<file path="config.mk">
export PLATFORM = sky130hd
export DESIGN_NAME = bitu_ctrl
export DESIGN_NICKNAME = d
export VERILOG_FILES = /design/src/bitu_pkg.sv /design/src/bitu_ctrl.sv
export SDC_FILE = /design/constraint.sdc
export NUM_CORES = 1
export LEC_CHECK = 0
export BUFFER_PORTS_ARGS = -buffer_cell sky130_fd_sc_hd__buf_4
export CAP_MARGIN = 25
export CELL_PAD_IN_SITES_DETAIL_PLACEMENT = 1
export CELL_PAD_IN_SITES_GLOBAL_PLACEMENT = 1
export CORE_MARGIN = 10
export CORE_UTILIZATION = 45
export DETAILED_ROUTE_END_ITERATION = 12
export GPL_ROUTABILITY_DRIVEN = 0
export PLACE_DENSITY_LB_ADDON = 0.1
export SYNTH_ARGS = -nofsm -noshare
export SYNTH_HDL_FRONTEND = slang
export SYNTH_SLANG_ARGS = --single-unit
</file>
<file path="constraint.sdc">
create_clock -name CLOCK_IN -period 2.2 [get_ports CLOCK_IN]
set_clock_uncertainty 0.15 [all_clocks]
set_input_delay 0.55 -clock CLOCK_IN [delete_from_list [all_inputs] [get_ports CLOCK_IN]]
set_output_delay 0.55 -clock CLOCK_IN [all_outputs]
set_load 0.005 [all_outputs]
</file>
<file path="src/bitu_pkg.sv">
// Package for the bit interval timer serial controller: device map, own registers, types.
package bitu_pkg;

  // ****************************************************************
  // Device register map and control bit masks
  // ****************************************************************
  localparam logic [7:0] BITU_ADDR_CONTROL = 8'h42;
  localparam logic [7:0] BITU_ADDR_RELOAD  = 8'h43;
  localparam logic [7:0] BITU_ADDR_COUNT   = 8'h44;
  localparam logic [7:0] BITU_M_RX_LEVEL   = 8'h01;
  localparam logic [7:0] BITU_M_TX_BIT     = 8'h02;
  localparam logic [7:0] BITU_M_EDGE_ARM   = 8'h04;
  localparam logic [7:0] BITU_M_RUN        = 8'h08;
  localparam logic [7:0] BITU_M_TX_ROUTE   = 8'h10;
  localparam logic [7:0] BITU_M_IRQ_CARRY  = 8'h20;
  localparam logic [7:0] BITU_M_CLK_MAIN   = 8'h40;
  localparam logic [7:0] BITU_M_CLK_AUX    = 8'h80;
  localparam logic [7:0] BITU_BYTE_ZERO    = 8'h00;

  // ****************************************************************
  // Controller registers seen by software
  // ****************************************************************
  localparam logic [3:0] BITU_REG_COMMAND  = 4'h0;
  localparam logic [3:0] BITU_REG_STATUS   = 4'h1;
  localparam logic [3:0] BITU_REG_TX_DATA  = 4'h2;
  localparam logic [3:0] BITU_REG_RX_DATA  = 4'h3;
  localparam logic [3:0] BITU_REG_FULL_BIT = 4'h4;
  localparam logic [3:0] BITU_REG_HALF_BIT = 4'h5;
  localparam int         BITU_CMD_TX       = 0;
  localparam int         BITU_CMD_RX       = 1;
  localparam int         BITU_CMD_PARITY   = 2;
  localparam int         BITU_CMD_AUX_CLK  = 3;
  localparam int         BITU_ST_DONE      = 1;

  // ****************************************************************
  // Frame and sequencing counts
  // ****************************************************************
  localparam logic [3:0] BITU_TX_BITS_PAR  = 4'hC;
  localparam logic [3:0] BITU_TX_BITS_NOP  = 4'hB;
  localparam logic [3:0] BITU_RX_BITS_PAR  = 4'hB;
  localparam logic [3:0] BITU_RX_BITS_NOP  = 4'hA;
  localparam logic [3:0] BITU_ONE          = 4'h1;
  localparam logic [2:0] BITU_INIT_LAST    = 3'h4;

  typedef struct packed {
    logic [7:0] addr;
    logic [7:0] data;
    logic       wr;
    logic       rd;
  } bitu_bus_t;

  typedef struct packed {
    logic [3:0] addr;
    logic [7:0] wdata;
    logic       wr;
    logic       rd;
  } bitu_cmd_t;

  typedef enum logic [2:0] {
    S_IDLE,
    S_INIT,
    S_WAIT_IRQ,
    S_RD_GAP,
    S_RD_TAKE
  } bitu_state_t;

endpackage

</file>
<file path="src/bitu_ctrl.sv">
// Controller that runs a half-duplex serial frame through the bit interval timer registers.
`timescale 1ns/100ps

module bitu_ctrl
  import bitu_pkg::*;
(
  input  wire logic       CLOCK_IN,
  input  wire logic       RST_IN,
  input  wire bitu_cmd_t  CMD_IN,
  output logic [7:0]      CMD_RDATA_OUT,
  output bitu_bus_t       DEV_BUS_OUT,
  input  wire logic [7:0] DEV_RDATA_IN,
  input  wire logic       DEV_IRQ_IN,
  output logic            EDGE_FALL_SELECT_OUT,
  output logic            RECEIVE_PIN_IRQ_ENABLE_OUT
);

  // ****************************************************************
  // State
  // ****************************************************************
  bitu_state_t state_q,     state_d;
  logic [2:0]  step_q,      step_d;
  logic [3:0]  bitcnt_q,    bitcnt_d;
  logic [11:0] frame_q,     frame_d;
  logic [7:0]  ctl_base_q,  ctl_base_d;
  logic        tx_mode_q,   tx_mode_d;
  logic        parity_q,    parity_d;
  logic [7:0]  tx_data_q,   tx_data_d;
  logic [7:0]  rx_data_q,   rx_data_d;
  logic [7:0]  full_q,      full_d;
  logic [7:0]  half_q,      half_d;
  logic        done_q,      done_d;
  logic        perr_q,      perr_d;
  logic        ferr_q,      ferr_d;
  logic        edge_sel_q,  edge_sel_d;
  logic        irq_en_q,    irq_en_d;
  logic        irq_prev_q;
  logic        aux_clk_q,   aux_clk_d;
  bitu_bus_t   bus_q,       bus_d;
  logic [7:0]  rdata_q,     rdata_d;

  logic        busy;
  logic        irq_edge;
  logic [11:0] rx_next;

  assign busy     = (state_q != S_IDLE);
  assign irq_edge = DEV_IRQ_IN & ~irq_prev_q;

  function automatic bitu_bus_t bitu_write(input logic [7:0] addr, input logic [7:0] data);
    bitu_bus_t op;
    op.addr = addr;
    op.data = data;
    op.wr   = 1'b1;
    op.rd   = 1'b0;
    return op;
  endfunction

  // ****************************************************************
  // Sequencer
  // ****************************************************************
  always_comb begin
    state_d    = state_q;
    step_d     = step_q;
    bitcnt_d   = bitcnt_q;
    frame_d    = frame_q;
    ctl_base_d = ctl_base_q;
    tx_mode_d  = tx_mode_q;
    parity_d   = parity_q;
    tx_data_d  = tx_data_q;
    rx_data_d  = rx_data_q;
    full_d     = full_q;
    half_d     = half_q;
    done_d     = done_q;
    perr_d     = perr_q;
    ferr_d     = ferr_q;
    edge_sel_d = edge_sel_q;
    irq_en_d   = irq_en_q;
    aux_clk_d  = aux_clk_q;
    bus_d      = '0;
    rdata_d    = BITU_BYTE_ZERO;
    rx_next    = {DEV_RDATA_IN[0], frame_q[11:1]};

    if (CMD_IN.rd) begin
      unique case (CMD_IN.addr)
        BITU_REG_STATUS:   rdata_d = {4'h0, ferr_q, perr_q, done_q, busy};
        BITU_REG_TX_DATA:  rdata_d = tx_data_q;
        BITU_REG_RX_DATA:  rdata_d = rx_data_q;
        BITU_REG_FULL_BIT: rdata_d = full_q;
        BITU_REG_HALF_BIT: rdata_d = half_q;
        BITU_REG_COMMAND:  rdata_d = {4'h0, aux_clk_q, parity_q, ~tx_mode_q & busy, tx_mode_q & busy};
        default:           rdata_d = BITU_BYTE_ZERO;
      endcase
    end

    // Settings only change while idle, so a running frame never sees new timing.
    if (CMD_IN.wr && !busy) begin
      unique case (CMD_IN.addr)
        BITU_REG_TX_DATA:  tx_data_d = CMD_IN.wdata;
        BITU_REG_FULL_BIT: full_d    = CMD_IN.wdata;
        BITU_REG_HALF_BIT: half_d    = CMD_IN.wdata;
        default: ;
      endcase
    end
    if (CMD_IN.wr && CMD_IN.addr == BITU_REG_STATUS && CMD_IN.wdata[BITU_ST_DONE]) begin
      done_d = 1'b0;
    end

    unique case (state_q)
      S_IDLE: begin
        // A start asking for both directions at once is ignored.
        if (CMD_IN.wr && CMD_IN.addr == BITU_REG_COMMAND &&
            (CMD_IN.wdata[BITU_CMD_TX] ^ CMD_IN.wdata[BITU_CMD_RX])) begin
          tx_mode_d  = CMD_IN.wdata[BITU_CMD_TX];
          parity_d   = CMD_IN.wdata[BITU_CMD_PARITY];
          aux_clk_d  = CMD_IN.wdata[BITU_CMD_AUX_CLK];
          ctl_base_d = BITU_M_IRQ_CARRY | (CMD_IN.wdata[BITU_CMD_AUX_CLK] ? BITU_M_CLK_AUX : BITU_M_CLK_MAIN);
          if (CMD_IN.wdata[BITU_CMD_TX]) begin
            ctl_base_d = ctl_base_d | BITU_M_TX_ROUTE;
            frame_d    = {2'b11, CMD_IN.wdata[BITU_CMD_PARITY] ? ^tx_data_q : 1'b1, tx_data_q, 1'b0};
            bitcnt_d   = CMD_IN.wdata[BITU_CMD_PARITY] ? BITU_TX_BITS_PAR : BITU_TX_BITS_NOP;
          end else begin
            frame_d    = '0;
            bitcnt_d   = CMD_IN.wdata[BITU_CMD_PARITY] ? BITU_RX_BITS_PAR : BITU_RX_BITS_NOP;
            edge_sel_d = 1'b1;
          end
          perr_d  = 1'b0;
          ferr_d  = 1'b0;
          step_d  = '0;
          state_d = S_INIT;
        end
      end
      S_INIT: begin
        unique case (step_q)
          3'h0: bus_d = bitu_write(BITU_ADDR_CONTROL, ctl_base_q | (tx_mode_q ? BITU_M_TX_BIT : BITU_BYTE_ZERO));
          3'h1: bus_d = bitu_write(BITU_ADDR_RELOAD, half_q);
          3'h2: bus_d = bitu_write(BITU_ADDR_COUNT, BITU_BYTE_ZERO);
          3'h3: bus_d = bitu_write(BITU_ADDR_RELOAD, full_q);
          default: bus_d = bitu_write(BITU_ADDR_CONTROL, ctl_base_q | BITU_M_RUN |
                                      (tx_mode_q ? BITU_M_TX_BIT : BITU_M_EDGE_ARM));
        endcase
        step_d = step_q + 3'h1;
        if (step_q == BITU_INIT_LAST) begin
          irq_en_d = ~tx_mode_q;
          state_d  = S_WAIT_IRQ;
        end
      end
      S_WAIT_IRQ: begin
        if (irq_edge) begin
          if (!tx_mode_q) begin
            bus_d.addr = BITU_ADDR_CONTROL;
            bus_d.rd   = 1'b1;
            state_d    = S_RD_GAP;
          end else if (bitcnt_q != 4'h0) begin
            // The bit written here appears on the pin at the following carry.
            bus_d = bitu_write(BITU_ADDR_CONTROL, ctl_base_q | BITU_M_RUN |
                               (frame_q[0] ? BITU_M_TX_BIT : BITU_BYTE_ZERO));
            frame_d  = {1'b1, frame_q[11:1]};
            bitcnt_d = bitcnt_q - BITU_ONE;
          end else begin
            bus_d   = bitu_write(BITU_ADDR_CONTROL, BITU_BYTE_ZERO);
            done_d  = 1'b1;
            state_d = S_IDLE;
          end
        end
      end
      S_RD_GAP: begin
        state_d = S_RD_TAKE;
      end
      S_RD_TAKE: begin
        frame_d  = rx_next;
        bitcnt_d = bitcnt_q - BITU_ONE;
        state_d  = S_WAIT_IRQ;
        if (bitcnt_q == BITU_ONE) begin
          rx_data_d  = parity_q ? rx_next[9:2] : rx_next[10:3];
          ferr_d     = ~rx_next[11] | (parity_q ? rx_next[1] : rx_next[2]);
          perr_d     = parity_q & (rx_next[10] ^ (^rx_next[9:2]));
          bus_d      = bitu_write(BITU_ADDR_CONTROL, BITU_BYTE_ZERO);
          irq_en_d   = 1'b0;
          edge_sel_d = 1'b0;
          done_d     = 1'b1;
          state_d    = S_IDLE;
        end
      end
    endcase
  end

  always_ff @(posedge CLOCK_IN) begin
    if (RST_IN) begin
      state_q    <= S_IDLE;
      step_q     <= '0;
      bitcnt_q   <= '0;
      frame_q    <= '0;
      ctl_base_q <= BITU_BYTE_ZERO;
      tx_mode_q  <= 1'b0;
      parity_q   <= 1'b0;
      tx_data_q  <= BITU_BYTE_ZERO;
      rx_data_q  <= BITU_BYTE_ZERO;
      full_q     <= BITU_BYTE_ZERO;
      half_q     <= BITU_BYTE_ZERO;
      done_q     <= 1'b0;
      perr_q     <= 1'b0;
      ferr_q     <= 1'b0;
      edge_sel_q <= 1'b0;
      irq_en_q   <= 1'b0;
      irq_prev_q <= 1'b0;
      aux_clk_q  <= 1'b0;
      bus_q      <= '0;
      rdata_q    <= BITU_BYTE_ZERO;
    end else begin
      state_q    <= state_d;
      step_q     <= step_d;
      bitcnt_q   <= bitcnt_d;
      frame_q    <= frame_d;
      ctl_base_q <= ctl_base_d;
      tx_mode_q  <= tx_mode_d;
      parity_q   <= parity_d;
      tx_data_q  <= tx_data_d;
      rx_data_q  <= rx_data_d;
      full_q     <= full_d;
      half_q     <= half_d;
      done_q     <= done_d;
      perr_q     <= perr_d;
      ferr_q     <= ferr_d;
      edge_sel_q <= edge_sel_d;
      irq_en_q   <= irq_en_d;
      irq_prev_q <= DEV_IRQ_IN;
      aux_clk_q  <= aux_clk_d;
      bus_q      <= bus_d;
      rdata_q    <= rdata_d;
    end
  end

  assign CMD_RDATA_OUT              = rdata_q;
  assign DEV_BUS_OUT                = bus_q;
  assign EDGE_FALL_SELECT_OUT       = edge_sel_q;
  assign RECEIVE_PIN_IRQ_ENABLE_OUT = irq_en_q;

  // ****************************************************************
  // Assertions
  // ****************************************************************
  property p_count_then_full;
    @(posedge CLOCK_IN) disable iff (RST_IN)
      (bus_q.wr && bus_q.addr == BITU_ADDR_COUNT) |=> (bus_q.wr && bus_q.addr == BITU_ADDR_RELOAD && bus_q.data == full_q);
  endproperty
  a_count_then_full: assert property (p_count_then_full) else $error("Preload not set to full bit after count load.");

  property p_half_before_count;
    @(posedge CLOCK_IN) disable iff (RST_IN)
      (bus_q.wr && bus_q.addr == BITU_ADDR_COUNT) |-> ($past(bus_q.addr) == BITU_ADDR_RELOAD && $past(bus_q.data) == half_q);
  endproperty
  a_half_before_count: assert property (p_half_before_count) else $error("Count loaded without half bit preload.");

  property p_mark_before_run;
    @(posedge CLOCK_IN) disable iff (RST_IN)
      (bus_q.wr && bus_q.addr == BITU_ADDR_CONTROL && tx_mode_q && $past(state_q) == S_INIT &&
       (bus_q.data & BITU_M_RUN) != BITU_BYTE_ZERO) |-> (bus_q.data & BITU_M_TX_BIT) != BITU_BYTE_ZERO;
  endproperty
  a_mark_before_run: assert property (p_mark_before_run) else $error("Counter enabled without mark on transmit bit.");

  property p_edge_before_arm;
    @(posedge CLOCK_IN) disable iff (RST_IN)
      (bus_q.wr && bus_q.addr == BITU_ADDR_CONTROL && (bus_q.data & BITU_M_EDGE_ARM) != BITU_BYTE_ZERO) |->
        edge_sel_q && !tx_mode_q;
  endproperty
  a_edge_before_arm: assert property (p_edge_before_arm) else $error("Edge armed without falling edge select.");

  property p_rx_irq_enabled;
    @(posedge CLOCK_IN) disable iff (RST_IN)
      (state_q == S_WAIT_IRQ && !tx_mode_q) |-> irq_en_q;
  endproperty
  a_rx_irq_enabled: assert property (p_rx_irq_enabled) else $error("Receiving without pin interrupt enable.");

  property p_one_direction;
    @(posedge CLOCK_IN) disable iff (RST_IN)
      // Timing values written to the preload share bit positions with the control flags.
      (bus_q.wr && bus_q.addr == BITU_ADDR_CONTROL) |->
        ((bus_q.data & BITU_M_TX_ROUTE) == BITU_BYTE_ZERO) || ((bus_q.data & BITU_M_EDGE_ARM) == BITU_BYTE_ZERO);
  endproperty
  a_one_direction: assert property (p_one_direction) else $error("Transmit route and edge arm together.");

  property p_off_at_done;
    @(posedge CLOCK_IN) disable iff (RST_IN)
      $rose(done_q) |-> bus_q.wr && bus_q.addr == BITU_ADDR_CONTROL && bus_q.data == BITU_BYTE_ZERO && !irq_en_q;
  endproperty
  a_off_at_done: assert property (p_off_at_done) else $error("Character finished without switching timer off.");

  property p_single_access;
    @(posedge CLOCK_IN) disable iff (RST_IN)
      (bus_q.rd |-> !bus_q.wr) and (bus_q.rd |=> !bus_q.rd && !bus_q.wr);
  endproperty
  a_single_access: assert property (p_single_access) else $error("Overlapping device accesses.");

  property p_errors_at_end;
    @(posedge CLOCK_IN) disable iff (RST_IN)
      ($rose(ferr_q) || $rose(perr_q)) |-> $past(state_q) == S_RD_TAKE && $rose(done_q);
  endproperty
  a_errors_at_end: assert property (p_errors_at_end) else $error("Error flag set outside frame end.");

  property p_read_control;
    @(posedge CLOCK_IN) disable iff (RST_IN)
      bus_q.rd |-> bus_q.addr == BITU_ADDR_CONTROL && !tx_mode_q;
  endproperty
  a_read_control: assert property (p_read_control) else $error("Device read outside receive sampling.");

  property p_run_setup;
    @(posedge CLOCK_IN) disable iff (RST_IN)
      (bus_q.wr && bus_q.addr == BITU_ADDR_CONTROL && (bus_q.data & BITU_M_RUN) != BITU_BYTE_ZERO) |->
        (bus_q.data & BITU_M_IRQ_CARRY) != BITU_BYTE_ZERO &&
        ((bus_q.data & BITU_M_TX_ROUTE) != BITU_BYTE_ZERO) == tx_mode_q;
  endproperty
  a_run_setup: assert property (p_run_setup) else $error("Running counter with wrong source or route.");

  property p_clock_choice;
    @(posedge CLOCK_IN) disable iff (RST_IN)
      (bus_q.wr && bus_q.addr == BITU_ADDR_CONTROL && bus_q.data != BITU_BYTE_ZERO) |->
        (bus_q.data & (BITU_M_CLK_MAIN | BITU_M_CLK_AUX)) == (aux_clk_q ? BITU_M_CLK_AUX : BITU_M_CLK_MAIN);
  endproperty
  a_clock_choice: assert property (p_clock_choice) else $error("Counter clock select differs from command.");

  c_tx_done: cover property (@(posedge CLOCK_IN) disable iff (RST_IN) $rose(done_q) && tx_mode_q);
  c_rx_done: cover property (@(posedge CLOCK_IN) disable iff (RST_IN) $rose(done_q) && !tx_mode_q);
  c_rx_ferr: cover property (@(posedge CLOCK_IN) disable iff (RST_IN) $rose(ferr_q));
  c_rx_perr: cover property (@(posedge CLOCK_IN) disable iff (RST_IN) $rose(perr_q));
  c_aux_done: cover property (@(posedge CLOCK_IN) disable iff (RST_IN) $rose(done_q) && aux_clk_q);

endmodule

</file>
* Yosys cells after proc, flatten, opt, wreduce, memory -nomap -nowiden *
Index checks and enable logic that the tools add are counted.

storage, ports and cells
  word-level logic and storage cells = 147
  input bits = 25
  register bits after elaboration = 97
  output and inout bits = 28

cells by class
  muxes and demuxes = 57
  reductions and logical operators = 29
  add/subtract/negate cells = 2
  bitwise operators = 14
  equal/unequal tests = 22

operator list
  kind                                                             number
  12-bit 2-to-1 mux                                                5
  18-bit one-hot mux with 3 select lines                           1
  13-bit one-hot mux with 4 select lines                           1
  8-bit one-hot mux with 6 select lines                            1
  12-bit one-hot mux with 3 select lines                           1
  3-bit 2-to-1 mux                                                 9
  8-bit 2-to-1 mux                                                 3
  18-bit 2-to-1 mux                                                1
  17-bit 2-to-1 mux                                                1
  1-bit 2-to-1 mux                                                 16
  4-bit 2-to-1 mux                                                 4
  8-bit by 2-bit bitwise OR with 8-bit output                      2
  8-bit parity                                                     2
  3-bit one-hot mux with 5 select lines                            1
  2-bit inequality test, second input constant                     7
  3-bit by 2-bit == test with 1-bit output, second input constant  4
  4-bit one-hot mux with 3 select lines                            1
  2-bit AND reduction                                              6
  10-bit 2-to-1 mux                                                1
  1-bit one-hot mux with 2 select lines                            5
  9-bit 2-to-1 mux                                                 1
  4-bit by 1-bit == test with 1-bit output, second input constant  2
  4-bit by 2-bit == test with 1-bit output, second input constant  2
  4-bit by 3-bit == test with 1-bit output, second input constant  2
  other kinds (24)                                                 45

* Depth between registers and ports, before layout *
  depth in word-level cells = 8
  depth in mapped cells = 8
  depth with buffers taken out = 7

* Worst setup path after synthesis *
Ideal clock, no wire load.

  path kind = in2reg
  start = in CMD_IN[12] (netlist name)
  end = reg bitcnt_q[0]
  buffers on the path = 1
  cell stages on the path = 6
  slack = 150 ps
  data arrival time = 1766 ps
  cells stage by stage = buf_6 nor4_4 a31oi_4 or2_4 o21ai_0 a21oi_1

between the ends
  word-level cells in the longest chain between the ends = 5

ends and longest elaborated chain
  what                             line              RTL
  start: declaration               bitu_ctrl.sv:9    input wire bitu_cmd_t CMD_IN,
  4-bit zero test                  bitu_ctrl.sv:111  if (CMD_IN.wr && CMD_IN.addr == BITU_REG_COMMAND &&
  1-bit logical AND (2 in a row)   bitu_ctrl.sv:111
  2-bit inequality test (no line)  --
  5-bit AND reduction (no line)    --
  end signal: assignment           bitu_ctrl.sv:212  bitcnt_q <= bitcnt_d;
  end: declaration                 bitu_ctrl.sv:23   logic [3:0] bitcnt_q, bitcnt_d;

Every way passes these cells.
A chain may end at the register's enable or synchronous reset.

* Worst setup path in the final report *
  start = reg bitcnt_q[1]
  end = reg frame_q[9]

between the ends
  word-level cells in the longest chain between the ends = 3

ends and longest elaborated chain
  what                             line              RTL
  4-bit nonzero test               bitu_ctrl.sv:153  end else if (bitcnt_q != 4'h0) begin
  2-bit inequality test (no line)  --
  5-bit AND reduction (no line)    --
  end signal: assignment           bitu_ctrl.sv:213  frame_q <= frame_d;
  end: declaration                 bitu_ctrl.sv:24   logic [11:0] frame_q, frame_d;

Every way passes these cells.

==> results.json <==
{
  "cts_tree": "built",
  "ctsHtreeMaxLevel": 3,
  "grt_antenna_before_repair": 0,
  "drtAntennaViolNets": 0,
  "synth-simple-area-share_pct": 20.6,
  "rsz0062_at_grt": "no",
  "ir_drop_uv": 320,
  "cts-buffers-inserted": 9,
  "synth-xor-area-share_pct": 3.36,
  "core-area_um2": 9680,
  "dieHeight_um": 119,
  "worstPathRequired_ns": 2.33,
  "p_seq_share_pct": 54.0,
  "p_comb_share_pct": 9.0,
  "ys_seq_area_share_pct": 39.3,
  "wl_mm": 12.3,
  "p_int_w": 0.00226,
  "start_util_pct": 45.8,
  "synthFlopType": "dfxtp_1",
  "slew_headroom_pct": 62.6,
  "ys_async_sr_fraction_pct": 0,
  "cts_root_buf": "clkbuf_8",
  "path_clk_slew_ns": 0.08,
  "port_buffers": 41,
  "drtIter0Drc": 196,
  "dp_hpwl_mm": 9.43,
  "hp-class": "input pin to flip-flop",
  "synthTopCellsByArea": "dfxtp_1, mux2i_1, nor2_1, a21oi_1, xnor2_1",
  "row_count": 36,
  "dieArea_um2": 14200,
  "clk_latency_ns": 0.36,
  "synthToLayoutAreaGrowth_pct": 18.5,
  "finalSetupViolCount": 0,
  "clock_power_share_pct": 37.1,
  "hold_viol_final": 0,
  "finalMaxSlewViolations": 0,
  "grt_start_max_net_pins": 29,
  "drc": 0,
  "worst_hold_slack_ns": 0.252,
  "p_per_area_nw_per_um2": 568,
  "synth_area_leader_cell": "dfxtp_1",
  "synth.area.mux_share_pct": 10.1,
  "fill_cells": 1154,
  "synth.distinct_cells": 68,
  "first_pass_iters": 6,
  "setup_tns_ns": 0,
  "first_global_vias": 3968,
  "nNetsFinal": 580,
  "yosysTopAreaCellShare_pct": 39.3,
  "worstSetupEndpointType": "flip-flop",
  "synth_top_family_by_area": "simple AND/OR/NAND/NOR gates",
  "tightestPinTransition_ns": 0.560,
  "p_sw_w": 0.000726,
  "viasPerCell": 5.47,
  "ctsHoldBuffers": 0,
  "cts.path.max_buffers": 2,
  "grt_pass1_wl_mm": 21.0,
  "synthAdderAreaFrac_pct": 2.82,
  "worst-setup-path-type": "flip-flop to flip-flop",
  "die_w_um": 119,
  "max_freq_mhz": 475,
  "synth_edf_count": 0,
  "maxCapViolCount": 0,
  "ys_ff_latch": 87,
  "arrival_ns": 2.23,
  "gr-total-overflow": 0,
  "critPathLaunchType": "flip-flop",
  "syn_inst": 482,
  "finalCritPeriodShare_pct": 95.7,
  "num_vias": 3738,
  "track_usage_pct": 17.9,
  "p_leak_nw": 2.09,
  "synth.avg_cell_area_um2": 9.20,
  "synth_compound_area_share_pct": 18.3,
  "io_pins": 53,
  "clock-sinks": 87,
  "yosys_warnings": 0,
  "diodes": 0,
  "synth_area_um2": 4440,
  "switching_share_pct": 24.3,
  "status": "completed",
  "period_minus_slack_ns": 2.11,
  "layout-drive-gt1-share_pct": 25.8,
  "crit_path_max_fanout": 5,
  "wl_per_cell_um": 18.0
}
-- power groups by stage --
stage / combinational, W / clock, W / sequential [W]
after floorplan: 0.000170 / 0 / 0.00164
after global placement: 0.000258 / 0 / 0.00165
after detailed placement: 0.000266 / 0 / 0.00165
after CTS: 0.000267 / 0.00113 / 0.00161
after global routing: 0.000292 / 0.00120 / 0.00161
final: 0.000268 / 0.00111 / 0.00161
-- final cells by class --
cell class	count	area [um^2]	share of cell area, %
multi-input combinational	353	2470	47.0
sequential	87	1740	33.1
clock buffer	12	145	2.76
timing repair buffer	85	651	12.4
inverter	9	33.8	0.643
tap	133	166	3.17
clock inverter	4	45.0	0.857
-- repair_timing --
action                                  4_1_cts  5_1_grt
buffers inserted                              0        1
gates resized for setup                       0        2
endpoints found under the hold margin         0        0
endpoints found under the setup margin        0       10
-- through the flow --
step           worst slack, ns  cell area (um^2)  util, %  power, W  cells
6_report                0.0941              5260     54.3   0.00299    683
5_1_grt                 0.0286              5260     54.3   0.00311    683
4_1_cts                 0.0480              5240     54.1   0.00301    682
3_5_place_dp            0.0710              5050     52.1   0.00191    666
3_3_place_gp             0.100              5050     52.1   0.00190    666
2_1_floorplan            0.150              4450        -   0.00181    485
-- synthesized netlist by cell type (9+ instances only) --
cell type,count
clkbuf_1,14
a211oi_2,9
dfxtp_1,87
nand3_1,9
buf_2,10
ha_1,10
xnor2_1,15
nor2_1,70
a21oi_1,29
inv_1,9
o21ai_0,9
a211oi_1,10
nand2_1,30
nor2b_1,10
nor3_1,10
mux2i_1,39
-- worst paths after layout --
check	startpoint	end	slack, ns	cells past startpoint
worst max-delay path	bitcnt_q[1]	frame_q[9]	0.09	8
worst min-delay path	DEV_IRQ_IN	irq_prev_q	0.25	2
worst min register to register	ctl_base_q[5]	ctl_base_q[5]	0.31	2
worst max register to register	bitcnt_q[1]	frame_q[9]	0.09	8
-- placed cells by master (no fill, tap or decap), drive strengths merged, types with 12 or more instances in the layout --
cell,synthesis,routed
dfxtp,87,87
buf,21,85
nor2,76,76
mux2i,39,39
nand2,31,31
a21oi,31,31
a211oi,19,19
xnor2,15,15
nand3,13,13
nor3,12,12
clkbuf,15,12
-- state kept, by name (all words and copies together) (netlist names) --
name,flops
DEV_BUS_OUT,14
frame_q,12
CMD_RDATA_OUT,8
full_q,8
half_q,8
rx_data_q,8
tx_data_q,8
bitcnt_q,4
ctl_base_q,3
state_q,3
step_q,3
EDGE_FALL_SELECT_OUT,1
RECEIVE_PIN_IRQ_ENABLE_OUT,1
aux_clk_q,1
done_q,1
ferr_q,1
irq_prev_q,1
parity_q,1
perr_q,1
-- logic make-up after synthesis --
| group | count (synthesis) |
|---|---|
| and+or+nand+nor | 173 |
| AOI/OAI and AO/OA | 105 |
| DFF | 87 |
| buffers and inverters | 45 |
| muxes | 44 |
| xor gates and xnor gates | 17 |
| adders and majority gates | 10 |
| other | 1 |
-- worst max-delay path, stage by stage, from the launching register on --
cell and delay (ns):
dfxtp_1 0.33, inv_1 0.11, ha_1 0.16, or3b_4 0.41, a41oi_4 0.34, nor2_8 0.06, buf_4 0.15, buf_4 0.12
a311oi_2 0.18
-- metal layers --
layer	track usage (%)	up-vias	wire length, um
met4	6.34	0	183
met5	0	-	0
li1	-	1827	-
met3	2.55	16	431
met2	30.1	63	5980
met1	22.8	1832	5720
Note: power is estimated with default switching activity, not from simulation.
